--- src/hw/fault_sup_pkg.sv ---
// shared constants, register map and timing of the regulator fault supervisor
package fault_sup_pkg;
   localparam int CLK_MHZ = 20;

   // register map, byte addresses on the APB
   localparam logic [7:0] CTRL_OFS   = 8'h00;
   localparam logic [7:0] STATUS_OFS = 8'h04;

   // control register fields
   localparam int CTRL_W        = 6;
   localparam int CTRL_AUX_MODE = 0;
   localparam int CTRL_THR_LO   = 1;
   localparam int CTRL_THR_HI   = 2;
   localparam int CTRL_MAIN_OFF = 3;
   localparam int CTRL_AUX_OFF  = 4;
   localparam int CTRL_CONTACT  = 5;
   localparam int CTRL_STBY_REQ = 8;
   localparam logic [CTRL_W-1:0] CTRL_RST = 6'h18;

   // status register fields
   localparam int FLAG_W       = 6;
   localparam int F_MAIN_FAIL  = 0;
   localparam int F_AUX_FAIL   = 1;
   localparam int F_AUX_SHORT  = 2;
   localparam int F_FORCED     = 3;
   localparam int F_SIGNAL_GROUND       = 4;
   localparam int F_MAIN_SHORT = 5;
   localparam int ST_WARN_BIT  = 8;
   localparam int ST_SD_BIT    = 9;
   localparam int ST_STATE_LSB = 12;

   // times in their own units
   localparam longint SIGNAL_GROUND_FILTER_NS   = 7000;
   localparam longint FAIL_FILTER_NS   = 2000;
   localparam longint SHORT_FILTER_NS  = 2000000;
   localparam longint RESTART_DELAY_NS = 10000000;
   localparam longint RESET_PULSE_NS   = 20000;
   localparam longint WINDOW_MS        = 60000;
   localparam int     RESTART_LIMIT    = 7;

   // least time in whole cycles, never below one
   function automatic longint cyc_min(input longint ns);
      longint r;
      r = (ns * CLK_MHZ + 999) / 1000;
      return (r < 1) ? 1 : r;
   endfunction

   localparam int SIGNAL_GROUND_CYC    = int'(cyc_min(SIGNAL_GROUND_FILTER_NS));
   localparam int FAIL_CYC    = int'(cyc_min(FAIL_FILTER_NS));
   localparam int SHORT_CYC   = int'(cyc_min(SHORT_FILTER_NS));
   localparam int RESTART_CYC = int'(cyc_min(RESTART_DELAY_NS));
   localparam int PULSE_CYC   = int'(cyc_min(RESET_PULSE_NS));
   localparam int WINDOW_CYC  = int'(cyc_min(WINDOW_MS * 1000000));

   typedef enum logic [3:0] {
      ST_ACTIVE  = 4'b0001,
      ST_TSD     = 4'b0010,
      ST_STANDBY = 4'b0100,
      ST_WAKE    = 4'b1000
   } sup_state_t;
endpackage

--- src/hw/regulator_fault_supervisor.sv ---
// supervisor of the main and auxiliary regulators with APB status and control
//
// The placing of the registers and register access over APB were decided locally.

// How it works
// - At the thermal warning level the main regulator stays on.
// - At the thermal shutdown level in active operation the main regulator and all wake sources are turned off.
// - After the restart delay the main regulator is turned back on without host action.
// - Seven failed restarts within one minute force battery standby and set forced sleep.
// - The aux mode bit selects low-drop operation at 0, its reset value, and tracking at 1.
// - A regulator output below its failure level past the filter time latches its fail flag.
// - After turn-on, an output still low past the short filter is a short and turns it off.
// - A main short forces battery standby and sets forced sleep and main fail.
// - An aux short sets the aux short flag and the aux fail flag.
// - Once an output rises above its failure level, short checking stops till next turn-on.
// - A lasting short after checking ends turns main off at shutdown and aux off at warning.
// - A lost regulator supply pin turns off all battery-supplied power outputs.
// - Signal ground loss is reported only after the comparator holds for 7 us.
// - Battery standby turns off regulators per config, power outputs and bus transmitters.
// - Every wake from battery standby gives a reset pulse to the host.
module regulator_fault_supervisor #(
   parameter int RESTART_CYCLES = fault_sup_pkg::RESTART_CYC,
   parameter int SHORT_CYCLES   = fault_sup_pkg::SHORT_CYC,
   parameter int WINDOW_CYCLES  = fault_sup_pkg::WINDOW_CYC
) (
   input  wire logic        pclk,                   // 20 MHz clock
   input  wire logic        presetn,                // async reset, active low
   input  wire logic        psel,                   // apb select
   input  wire logic        penable,                // apb enable
   input  wire logic        pwrite,                 // apb direction
   input  wire logic [7:0]  paddr,                  // apb byte address
   input  wire logic [31:0] pwdata,                 // apb write data
   output logic      [31:0] prdata,                 // apb read data
   output logic             pready,                 // apb ready
   output logic             pslverr,                // apb error
   input  wire logic        thermal_warning_level,  // die above warning level
   input  wire logic        thermal_shutdown_level, // die above shutdown level
   input  wire logic        main_below_fail,        // main output under fail level
   input  wire logic        aux_below_fail,         // aux output under fail level
   input  wire logic        supply_pin_lost,        // regulator supply pin open
   input  wire logic        signal_ground_cmp,      // signal ground loss comparator
   input  wire logic        wake_event,             // any wake source
   output logic             main_regulator_en,      // main regulator on
   output logic             aux_regulator_en,       // aux regulator on
   output logic             aux_reg_mode_select,    // 1 tracks the main output
   output logic             reset_threshold_sel_hi, // reset threshold select
   output logic             reset_threshold_sel_lo, // reset threshold select
   output logic             power_out_en,           // battery-supplied outputs on
   output logic             contact_supply_switch,  // contact supply switch on
   output logic             bus_tx_en,              // bus transmitters on
   output logic             wake_sources_en,        // wake sources armed
   output logic             host_reset_output_n     // reset to host, active low
);
   import fault_sup_pkg::*;

   typedef struct packed {
      sup_state_t        state;
      logic [31:0]       tmr;
      logic [31:0]       prdata;
      logic              pready;
      logic              pslverr;
      logic [CTRL_W-1:0] ctrl;
      logic [FLAG_W-1:0] flags;
      logic              warn1, warn2, sd1, sd2, lost1, lost2, wake1, wake2;
      logic              main_en, aux_en, main_armed, aux_armed;
      logic              pwr_en, tx_en, wake_en, rst_n;
   } sup_t;

   // power-on starts in the wake state so the host sees a reset pulse
   localparam sup_t SUP_RST = '{state: ST_WAKE, tmr: 32'(PULSE_CYC), ctrl: CTRL_RST,
      main_en: 1'b1, aux_en: 1'b1, main_armed: 1'b1, aux_armed: 1'b1, default: '0};

   sup_t s;
   sup_t n;

   logic main_lvl, main_fail_q, main_short_q;
   logic aux_lvl, aux_fail_q, aux_short_q;
   logic signal_ground_q, limit_hit, fail_pulse;
   logic wr_done, stby_req, main_short, aux_short;
   logic [FLAG_W-1:0] set;

   function automatic logic reg_hit(input logic [7:0] addr, input logic [7:0] ofs);
      return addr == ofs;
   endfunction

   persist_filter #(.CYCLES(FAIL_CYC)) u_main_fail (
      .pclk(pclk), .presetn(presetn), .raw(main_below_fail), .hold(1'b0),
      .level(main_lvl), .q(main_fail_q));
   persist_filter #(.CYCLES(SHORT_CYCLES)) u_main_short (
      .pclk(pclk), .presetn(presetn), .raw(main_below_fail), .hold(!s.main_armed),
      .level(), .q(main_short_q));
   persist_filter #(.CYCLES(FAIL_CYC)) u_aux_fail (
      .pclk(pclk), .presetn(presetn), .raw(aux_below_fail), .hold(1'b0),
      .level(aux_lvl), .q(aux_fail_q));
   persist_filter #(.CYCLES(SHORT_CYCLES)) u_aux_short (
      .pclk(pclk), .presetn(presetn), .raw(aux_below_fail), .hold(!s.aux_armed),
      .level(), .q(aux_short_q));
   persist_filter #(.CYCLES(SIGNAL_GROUND_CYC)) u_signal_ground (
      .pclk(pclk), .presetn(presetn), .raw(signal_ground_cmp), .hold(1'b0),
      .level(), .q(signal_ground_q));
   fail_window #(.WINDOW(WINDOW_CYCLES)) u_window (
      .pclk(pclk), .presetn(presetn), .fail(fail_pulse), .limit_hit(limit_hit));

   always_comb begin
      n = s;
      fail_pulse = 1'b0;
      n.warn1 = thermal_warning_level;
      n.warn2 = s.warn1;
      n.sd1   = thermal_shutdown_level;
      n.sd2   = s.sd1;
      n.lost1 = supply_pin_lost;
      n.lost2 = s.lost1;
      n.wake1 = wake_event;
      n.wake2 = s.wake1;

      // one wait state: data is registered, so ready follows one cycle late
      n.pready  = 1'b0;
      n.pslverr = 1'b0;
      if (psel && penable && !s.pready) begin
         n.pready  = 1'b1;
         n.pslverr = !reg_hit(paddr, CTRL_OFS) && !reg_hit(paddr, STATUS_OFS);
         n.prdata  = '0;
         if (reg_hit(paddr, CTRL_OFS)) begin
            n.prdata[CTRL_W-1:0] = s.ctrl;
         end else if (reg_hit(paddr, STATUS_OFS)) begin
            n.prdata[FLAG_W-1:0]                   = s.flags;
            n.prdata[ST_WARN_BIT]                  = s.warn2;
            n.prdata[ST_SD_BIT]                    = s.sd2;
            n.prdata[ST_STATE_LSB +: $bits(s.state)] = s.state;
         end
      end
      wr_done  = psel && penable && s.pready && pwrite;
      stby_req = wr_done && reg_hit(paddr, CTRL_OFS) && pwdata[CTRL_STBY_REQ];
      if (wr_done && reg_hit(paddr, CTRL_OFS)) begin
         n.ctrl = pwdata[CTRL_W-1:0];
      end
      if (wr_done && reg_hit(paddr, STATUS_OFS)) begin
         n.flags = s.flags & ~pwdata[FLAG_W-1:0];
      end

      main_short = s.main_armed && main_short_q;
      aux_short  = s.aux_armed && aux_short_q;
      if (!main_lvl) begin
         n.main_armed = 1'b0;
      end
      if (!aux_lvl) begin
         n.aux_armed = 1'b0;
      end

      set = '0;
      set[F_MAIN_FAIL]  = main_fail_q || main_short;
      set[F_AUX_FAIL]   = aux_fail_q || aux_short;
      set[F_AUX_SHORT]  = aux_short;
      set[F_MAIN_SHORT] = main_short;
      set[F_FORCED]     = main_short || (s.state == ST_TSD && limit_hit);
      set[F_SIGNAL_GROUND]       = signal_ground_q;

      case (s.state)
         ST_ACTIVE: begin
            // the warning level alone leaves the main regulator running
            if (s.sd2) begin
               n.main_en    = 1'b0;
               n.main_armed = 1'b0;
               n.tmr        = 32'(RESTART_CYCLES);
               n.state      = ST_TSD;
            end else if (main_short) begin
               n.main_en    = 1'b0;
               n.main_armed = 1'b0;
               n.aux_en     = n.aux_en && !s.ctrl[CTRL_AUX_OFF];
               n.state      = ST_STANDBY;
            end else if (stby_req) begin
               n.main_en = !s.ctrl[CTRL_MAIN_OFF];
               n.aux_en  = n.aux_en && !s.ctrl[CTRL_AUX_OFF];
               n.state   = ST_STANDBY;
            end
         end
         ST_TSD: begin
            if (limit_hit) begin
               n.aux_en = n.aux_en && !s.ctrl[CTRL_AUX_OFF];
               n.state  = ST_STANDBY;
            end else if (s.tmr != 32'h0) begin
               n.tmr = s.tmr - 32'h1;
            end else if (s.sd2) begin
               fail_pulse = 1'b1;
               n.tmr      = 32'(RESTART_CYCLES);
            end else begin
               n.main_en    = 1'b1;
               n.main_armed = 1'b1;
               n.state      = ST_ACTIVE;
            end
         end
         ST_STANDBY: begin
            if (s.wake2 && s.wake_en && !s.sd2) begin
               n.state      = ST_WAKE;
               n.tmr        = 32'(PULSE_CYC);
               n.rst_n      = 1'b0;
               n.main_en    = 1'b1;
               n.aux_en     = 1'b1;
               n.main_armed = !s.main_en;
               n.aux_armed  = !s.aux_en;
            end
         end
         ST_WAKE: begin
            if (main_short) begin
               // a short seen during the pulse cannot wait for the pulse to end
               n.main_en = 1'b0;
               n.aux_en  = n.aux_en && !s.ctrl[CTRL_AUX_OFF];
               n.state   = ST_STANDBY;
            end else if (s.tmr != 32'h0) begin
               n.tmr = s.tmr - 32'h1;
            end else begin
               n.rst_n = 1'b1;
               n.state = ST_ACTIVE;
            end
         end
         default: begin
            n.state = ST_ACTIVE;
         end
      endcase

      // after the state moves, so a wake cannot turn a shorted aux back on
      if (aux_short || (s.warn2 && !s.aux_armed && aux_lvl)) begin
         n.aux_en    = 1'b0;
         n.aux_armed = 1'b0;
      end
      // a regulator that is off reads low, which must not count as a short
      if (!n.main_en) begin
         n.main_armed = 1'b0;
      end
      if (!n.aux_en) begin
         n.aux_armed = 1'b0;
      end

      n.flags   = n.flags | set; // a set in the clearing cycle wins
      n.pwr_en  = (n.state == ST_ACTIVE || n.state == ST_WAKE) && !s.lost2;
      n.tx_en   = n.state == ST_ACTIVE;
      n.wake_en = n.state != ST_TSD;
   end

   always_ff @(posedge pclk or negedge presetn) begin
      if (!presetn) begin
         s <= SUP_RST;
      end else begin
         s <= n;
      end
   end

   assign prdata                 = s.prdata;
   assign pready                 = s.pready;
   assign pslverr                = s.pslverr;
   assign main_regulator_en      = s.main_en;
   assign aux_regulator_en       = s.aux_en;
   assign aux_reg_mode_select    = s.ctrl[CTRL_AUX_MODE];
   assign reset_threshold_sel_hi = s.ctrl[CTRL_THR_HI];
   assign reset_threshold_sel_lo = s.ctrl[CTRL_THR_LO];
   assign power_out_en           = s.pwr_en;
   assign contact_supply_switch  = s.ctrl[CTRL_CONTACT];
   assign bus_tx_en              = s.tx_en;
   assign wake_sources_en        = s.wake_en;
   assign host_reset_output_n    = s.rst_n;
endmodule // regulator_fault_supervisor

--- src/hw/persist_filter.sv ---
// two-flop synchroniser followed by a persistence filter
module persist_filter #(
   parameter int CYCLES = 1
) (
   input  wire logic pclk,    // clock
   input  wire logic presetn, // async reset, active low
   input  wire logic raw,     // level from outside the clock domain
   input  wire logic hold,    // high keeps the filter cleared
   output logic      level,   // synchronised level
   output logic      q        // level qualified after CYCLES cycles
);
   typedef struct packed {
      logic        s1;
      logic        s2;
      logic        q;
      logic [31:0] cnt;
   } filt_t;

   filt_t s;
   filt_t n;

   always_comb begin
      n = s;
      n.s1 = raw;
      n.s2 = s.s1;
      if (!s.s2 || hold) begin
         n.cnt = '0;
         n.q   = 1'b0;
      end else if (s.cnt >= 32'(CYCLES - 1)) begin
         n.q = 1'b1;
      end else begin
         n.cnt = s.cnt + 32'h1;
      end
   end

   always_ff @(posedge pclk or negedge presetn) begin
      if (!presetn) begin
         s <= '0;
      end else begin
         s <= n;
      end
   end

   assign level = s.s2;
   assign q     = s.q;
endmodule // persist_filter

--- src/hw/fail_window.sv ---
// sliding window counter of restart failures
module fail_window #(
   parameter int WINDOW = fault_sup_pkg::WINDOW_CYC
) (
   input  wire logic pclk,      // clock
   input  wire logic presetn,   // async reset, active low
   input  wire logic fail,      // one-cycle failure event
   output logic      limit_hit  // failures inside window reached the limit
);
   import fault_sup_pkg::*;

   typedef struct packed {
      logic [RESTART_LIMIT-1:0][31:0] age;
      logic [RESTART_LIMIT-1:0]       used;
      logic                           hit;
   } win_t;

   win_t s;
   win_t n;

   // each failure ages out on its own, so old ones stop counting
   always_comb begin
      logic done;
      done = 1'b0;
      n = s;
      for (int i = 0; i < RESTART_LIMIT; i++) begin
         if (s.used[i]) begin
            if (s.age[i] == 32'h0) begin
               n.used[i] = 1'b0;
            end else begin
               n.age[i] = s.age[i] - 32'h1;
            end
         end
      end
      for (int i = 0; i < RESTART_LIMIT; i++) begin
         if (fail && !done && !s.used[i]) begin
            n.used[i] = 1'b1;
            n.age[i]  = 32'(WINDOW - 1);
            done      = 1'b1;
         end
      end
      n.hit = &n.used;
   end

   always_ff @(posedge pclk or negedge presetn) begin
      if (!presetn) begin
         s <= '0;
      end else begin
         s <= n;
      end
   end

   assign limit_hit = s.hit;
endmodule // fail_window

--- config.mk ---
export PLATFORM = sky130hd
export DESIGN_NAME = regulator_fault_supervisor
export DESIGN_NICKNAME = d
export VERILOG_FILES = /design/src/hw/fault_sup_pkg.sv /design/src/hw/regulator_fault_supervisor.sv /design/src/hw/persist_filter.sv /design/src/hw/fail_window.sv
export SDC_FILE = /design/constraint.sdc
export NUM_CORES = 1
export LEC_CHECK = 0
export ABC_AREA = 1
export BUFFER_PORTS_ARGS = -buffer_cell sky130_fd_sc_hd__buf_4
export CORE_MARGIN = 2
export CORE_UTILIZATION = 30
export DETAILED_ROUTE_END_ITERATION = 10
export PLACE_DENSITY = 0.47
export SYNTH_ARGS = -nofsm -noshare
export SYNTH_HDL_FRONTEND = slang
export SYNTH_SLANG_ARGS = --single-unit
--- constraint.sdc ---
create_clock -name pclk -period 3.1 [get_ports pclk]
set_input_delay 0.62 -clock pclk [delete_from_list [all_inputs] [get_ports pclk]]
set_output_delay 0.62 -clock pclk [all_outputs]
set_load 0.005 [all_outputs]
==> out/metrics.yaml <==
cts_tree: "done"
layout.nets: 3384
pwr_density_cell_nw_per_um2: 527
cts_setup_buffers: 0
synth_seq_cells: 481
worst_slew_pin_slew_ns: 1.05
vias: 20500
cts_resized: 0
finalSetupViolCount: 0
drv_slew: 0
ys_seq_area_frac: 0.480
port_buffers: 50
status: "finished clean"
wire_per_inst_um: 13.9
routed_wl_um: 61700
drc: 0
setup_tns_ns: 0
final_common_cell: "nand2_1"
detail-route-antenna-nets: 0
worstPathRequired_ns: 3.64
synth-async-reset-ratio: 1.00
slew_headroom: 0.288
vias_per_cell: 4.60
hold_path_class: "input port to flip-flop"
grt_pass1_wl_um: 105000
timing.hold.ws_ns: 0.0906
drtIter0Drc: 1136
grt_antenna_before_repair: 0
gr-total-overflow: 0
ir_drop_mv: 0.486
rows: 106
synth_cell_type_count: 62
start_kind: "flip-flop"
first_pass_iters: 6
path_clk_slew_ns: 0.06
min_period_over_period: 0.835
die_x_um: 293
synthCells: 3221
clk_latency_ns: 0.64
synth_warnings: 0
final_cell_mix: "627 x nand2_1, 516 x nor2_1, 471 x dfrtp_1"
worstSetupPathType: "flip-flop to flip-flop"
cp_data_arrival_time_ns: 3.13
rsz0062_at_grt: "no"
antenna_cells: 0
synth_edf_count: 0
hold_buffers: 1
finClkSkew_ns: 0.0377
areaGrowthSynthToFinish_pct: 14.7
netlist_area_um2: 25100
cts.sinks: 481
die-area_um2: 86000
die_y_um: 293
numCtsBuffers: 57
grtUsageTotal: 0.146
dp_hpwl_um: 44100
power_leakage_nw: 15.5
max_cap_viol_count: 0
io_pins: 96
synthFlopType: "dfrtp_1"
drive_above_1_share: 0.0877
root_buffer: "clkbuf_16"
hold_viol: 0
clock.fmax_mhz: 386
grt_max_degree: 70
endpoint_kind: "flip-flop"
cp_max_fo: 13
gp_congestion: 0.828
cts-root-to-sink-buffers: 3
core_area_um2: 83300
period_minus_slack_ns: 2.59
start_util: 0.301
htreeDepth: 2
avgSynthCellArea_um2: 7.79
grt_pass1_vias: 20300
## state kept, by name (all words and copies together) (netlist names), 4 cells and up
register	flops
n	4
prdata	12
s	50
u_aux_fail.s	32
u_aux_short.s	32
u_main_fail.s	32
u_main_short.s	32
u_signal_ground.s	32
u_window.s	231
## final timing paths
path	from	to	slack, ns	cells after the start
max	s[62]	u_window.s[52]	0.51	14
min reg2reg	u_aux_short.n[33]	u_aux_short.level	0.35	0
min	thermal_warning_level	n[14]	0.09	1
max in group asynchronous	presetn	u_window.s[173]	1.72	3
min in group asynchronous	presetn	u_main_short.s[8]	0.59	2
max reg2reg	s[62]	u_window.s[52]	0.51	14
## worst max-delay path, stage by stage, from the launching register on
cell,delay [ns]
dfrtp_1,0.39
inv_1,0.10
ha_1,0.18
nand2_1,0.06
nor2_1,0.11
nand2_1,0.07
nor2_2,0.17
nand2_2,0.11
nor2_4,0.12
nand3_2,0.08
nand2_1,0.34
inv_1,0.36
nor2_1,0.20
o21ai_0,0.09
a21oi_1,0.12
## stage by stage
stage / utilization / power [mW] / setup slack [ns] / area (um2) / instances
3_5_place_dp: 0.323 / 8.40 / 0.526 / 26900 / 4338
6_report: 0.346 / 15.2 / 0.510 / 28800 / 4445
2_1_floorplan: - / 7.77 / 1.00 / 25200 / 3240
3_3_place_gp: 0.323 / 8.40 / 0.539 / 26900 / 4338
4_1_cts: 0.346 / 15.5 / 0.489 / 28800 / 4445
5_1_grt: 0.346 / 15.9 / 0.282 / 28800 / 4445
## routing by layer
| metal | wire length (um) | part of all wire | up-vias | global-route usage |
|---|---|---|---|---|
| met5 | 0 | 0 | - | 0 |
| li1 | - | - | 10600 | - |
| met2 | 27600 | 0.45 | 233 | 0.236 |
| met4 | 1450 | 0.024 | 0 | 0.0414 |
| met1 | 30900 | 0.50 | 9571 | 0.206 |
| met3 | 1800 | 0.029 | 86 | 0.0191 |
## cells in the mapped netlist, types with 4 or more instances
cell        n  share of area
o22ai_1    10         0.0025
buf_2      17         0.0034
or2_1       4         0.0010
inv_2      19         0.0028
buf_4      36          0.011
inv_1     444          0.066
nor2_4      4         0.0018
o21a_1      5         0.0015
dfrtp_1   471           0.47
nor2_2     18         0.0045
nand4_1    95          0.024
xnor2_1    21         0.0073
buf_6       5         0.0022
clkinv_1    6        0.00090
nand2_1   627          0.094
a31oi_1    15         0.0037
clkbuf_1   25         0.0037
nor3_1     85          0.017
ha_1       14         0.0070
nand3b_1   22         0.0066
a21o_1      4         0.0012
dfstp_2    10          0.010
o21ai_1    14         0.0028
a21oi_1    66          0.013
or2_2      20         0.0050
nand3_1   228          0.045
nand2_4     4         0.0018
nor2_1    516          0.077
nor3b_1     6         0.0018
o21ai_0   174          0.035
o211ai_1   28         0.0084
nand3_2     4         0.0016
o31ai_1    17         0.0051
xor2_1     78          0.027
nor4_1     55          0.014
nand2_2    10         0.0025
## logic make-up after synthesis
family	share of synthesized area
AOI/OAI and AO/OA	0.0782
xor gates and xnor gates	0.0345
adders and majority gates	0.00698
buffers and inverters	0.0913
DFF	0.480
muxes	0.000449
other	0.000149
and+or+nand+nor	0.308
## power by group
part	total [mW]	switching, mW	leakage, nW	internal, mW
Clock	6.90	2.76	0.927	4.13
Sequential	6.64	0.172	6.57	6.47
Combinational	1.63	1.12	7.96	0.508
Total	15.2	4.05	15.5	11.1
## layout make-up
type | count | area, um2
Clock buffer | 91 | 1690
Sequential cell | 481 | 12000
Multi-Input combinational cell | 2202 | 10800
Fill cell | 8769 | 54500
Tap cell | 1080 | 1350
Timing Repair Buffer | 104 | 866
Clock inverter | 15 | 238
Inverter | 472 | 1780
Note: power is estimated with default switching activity, not from simulation.
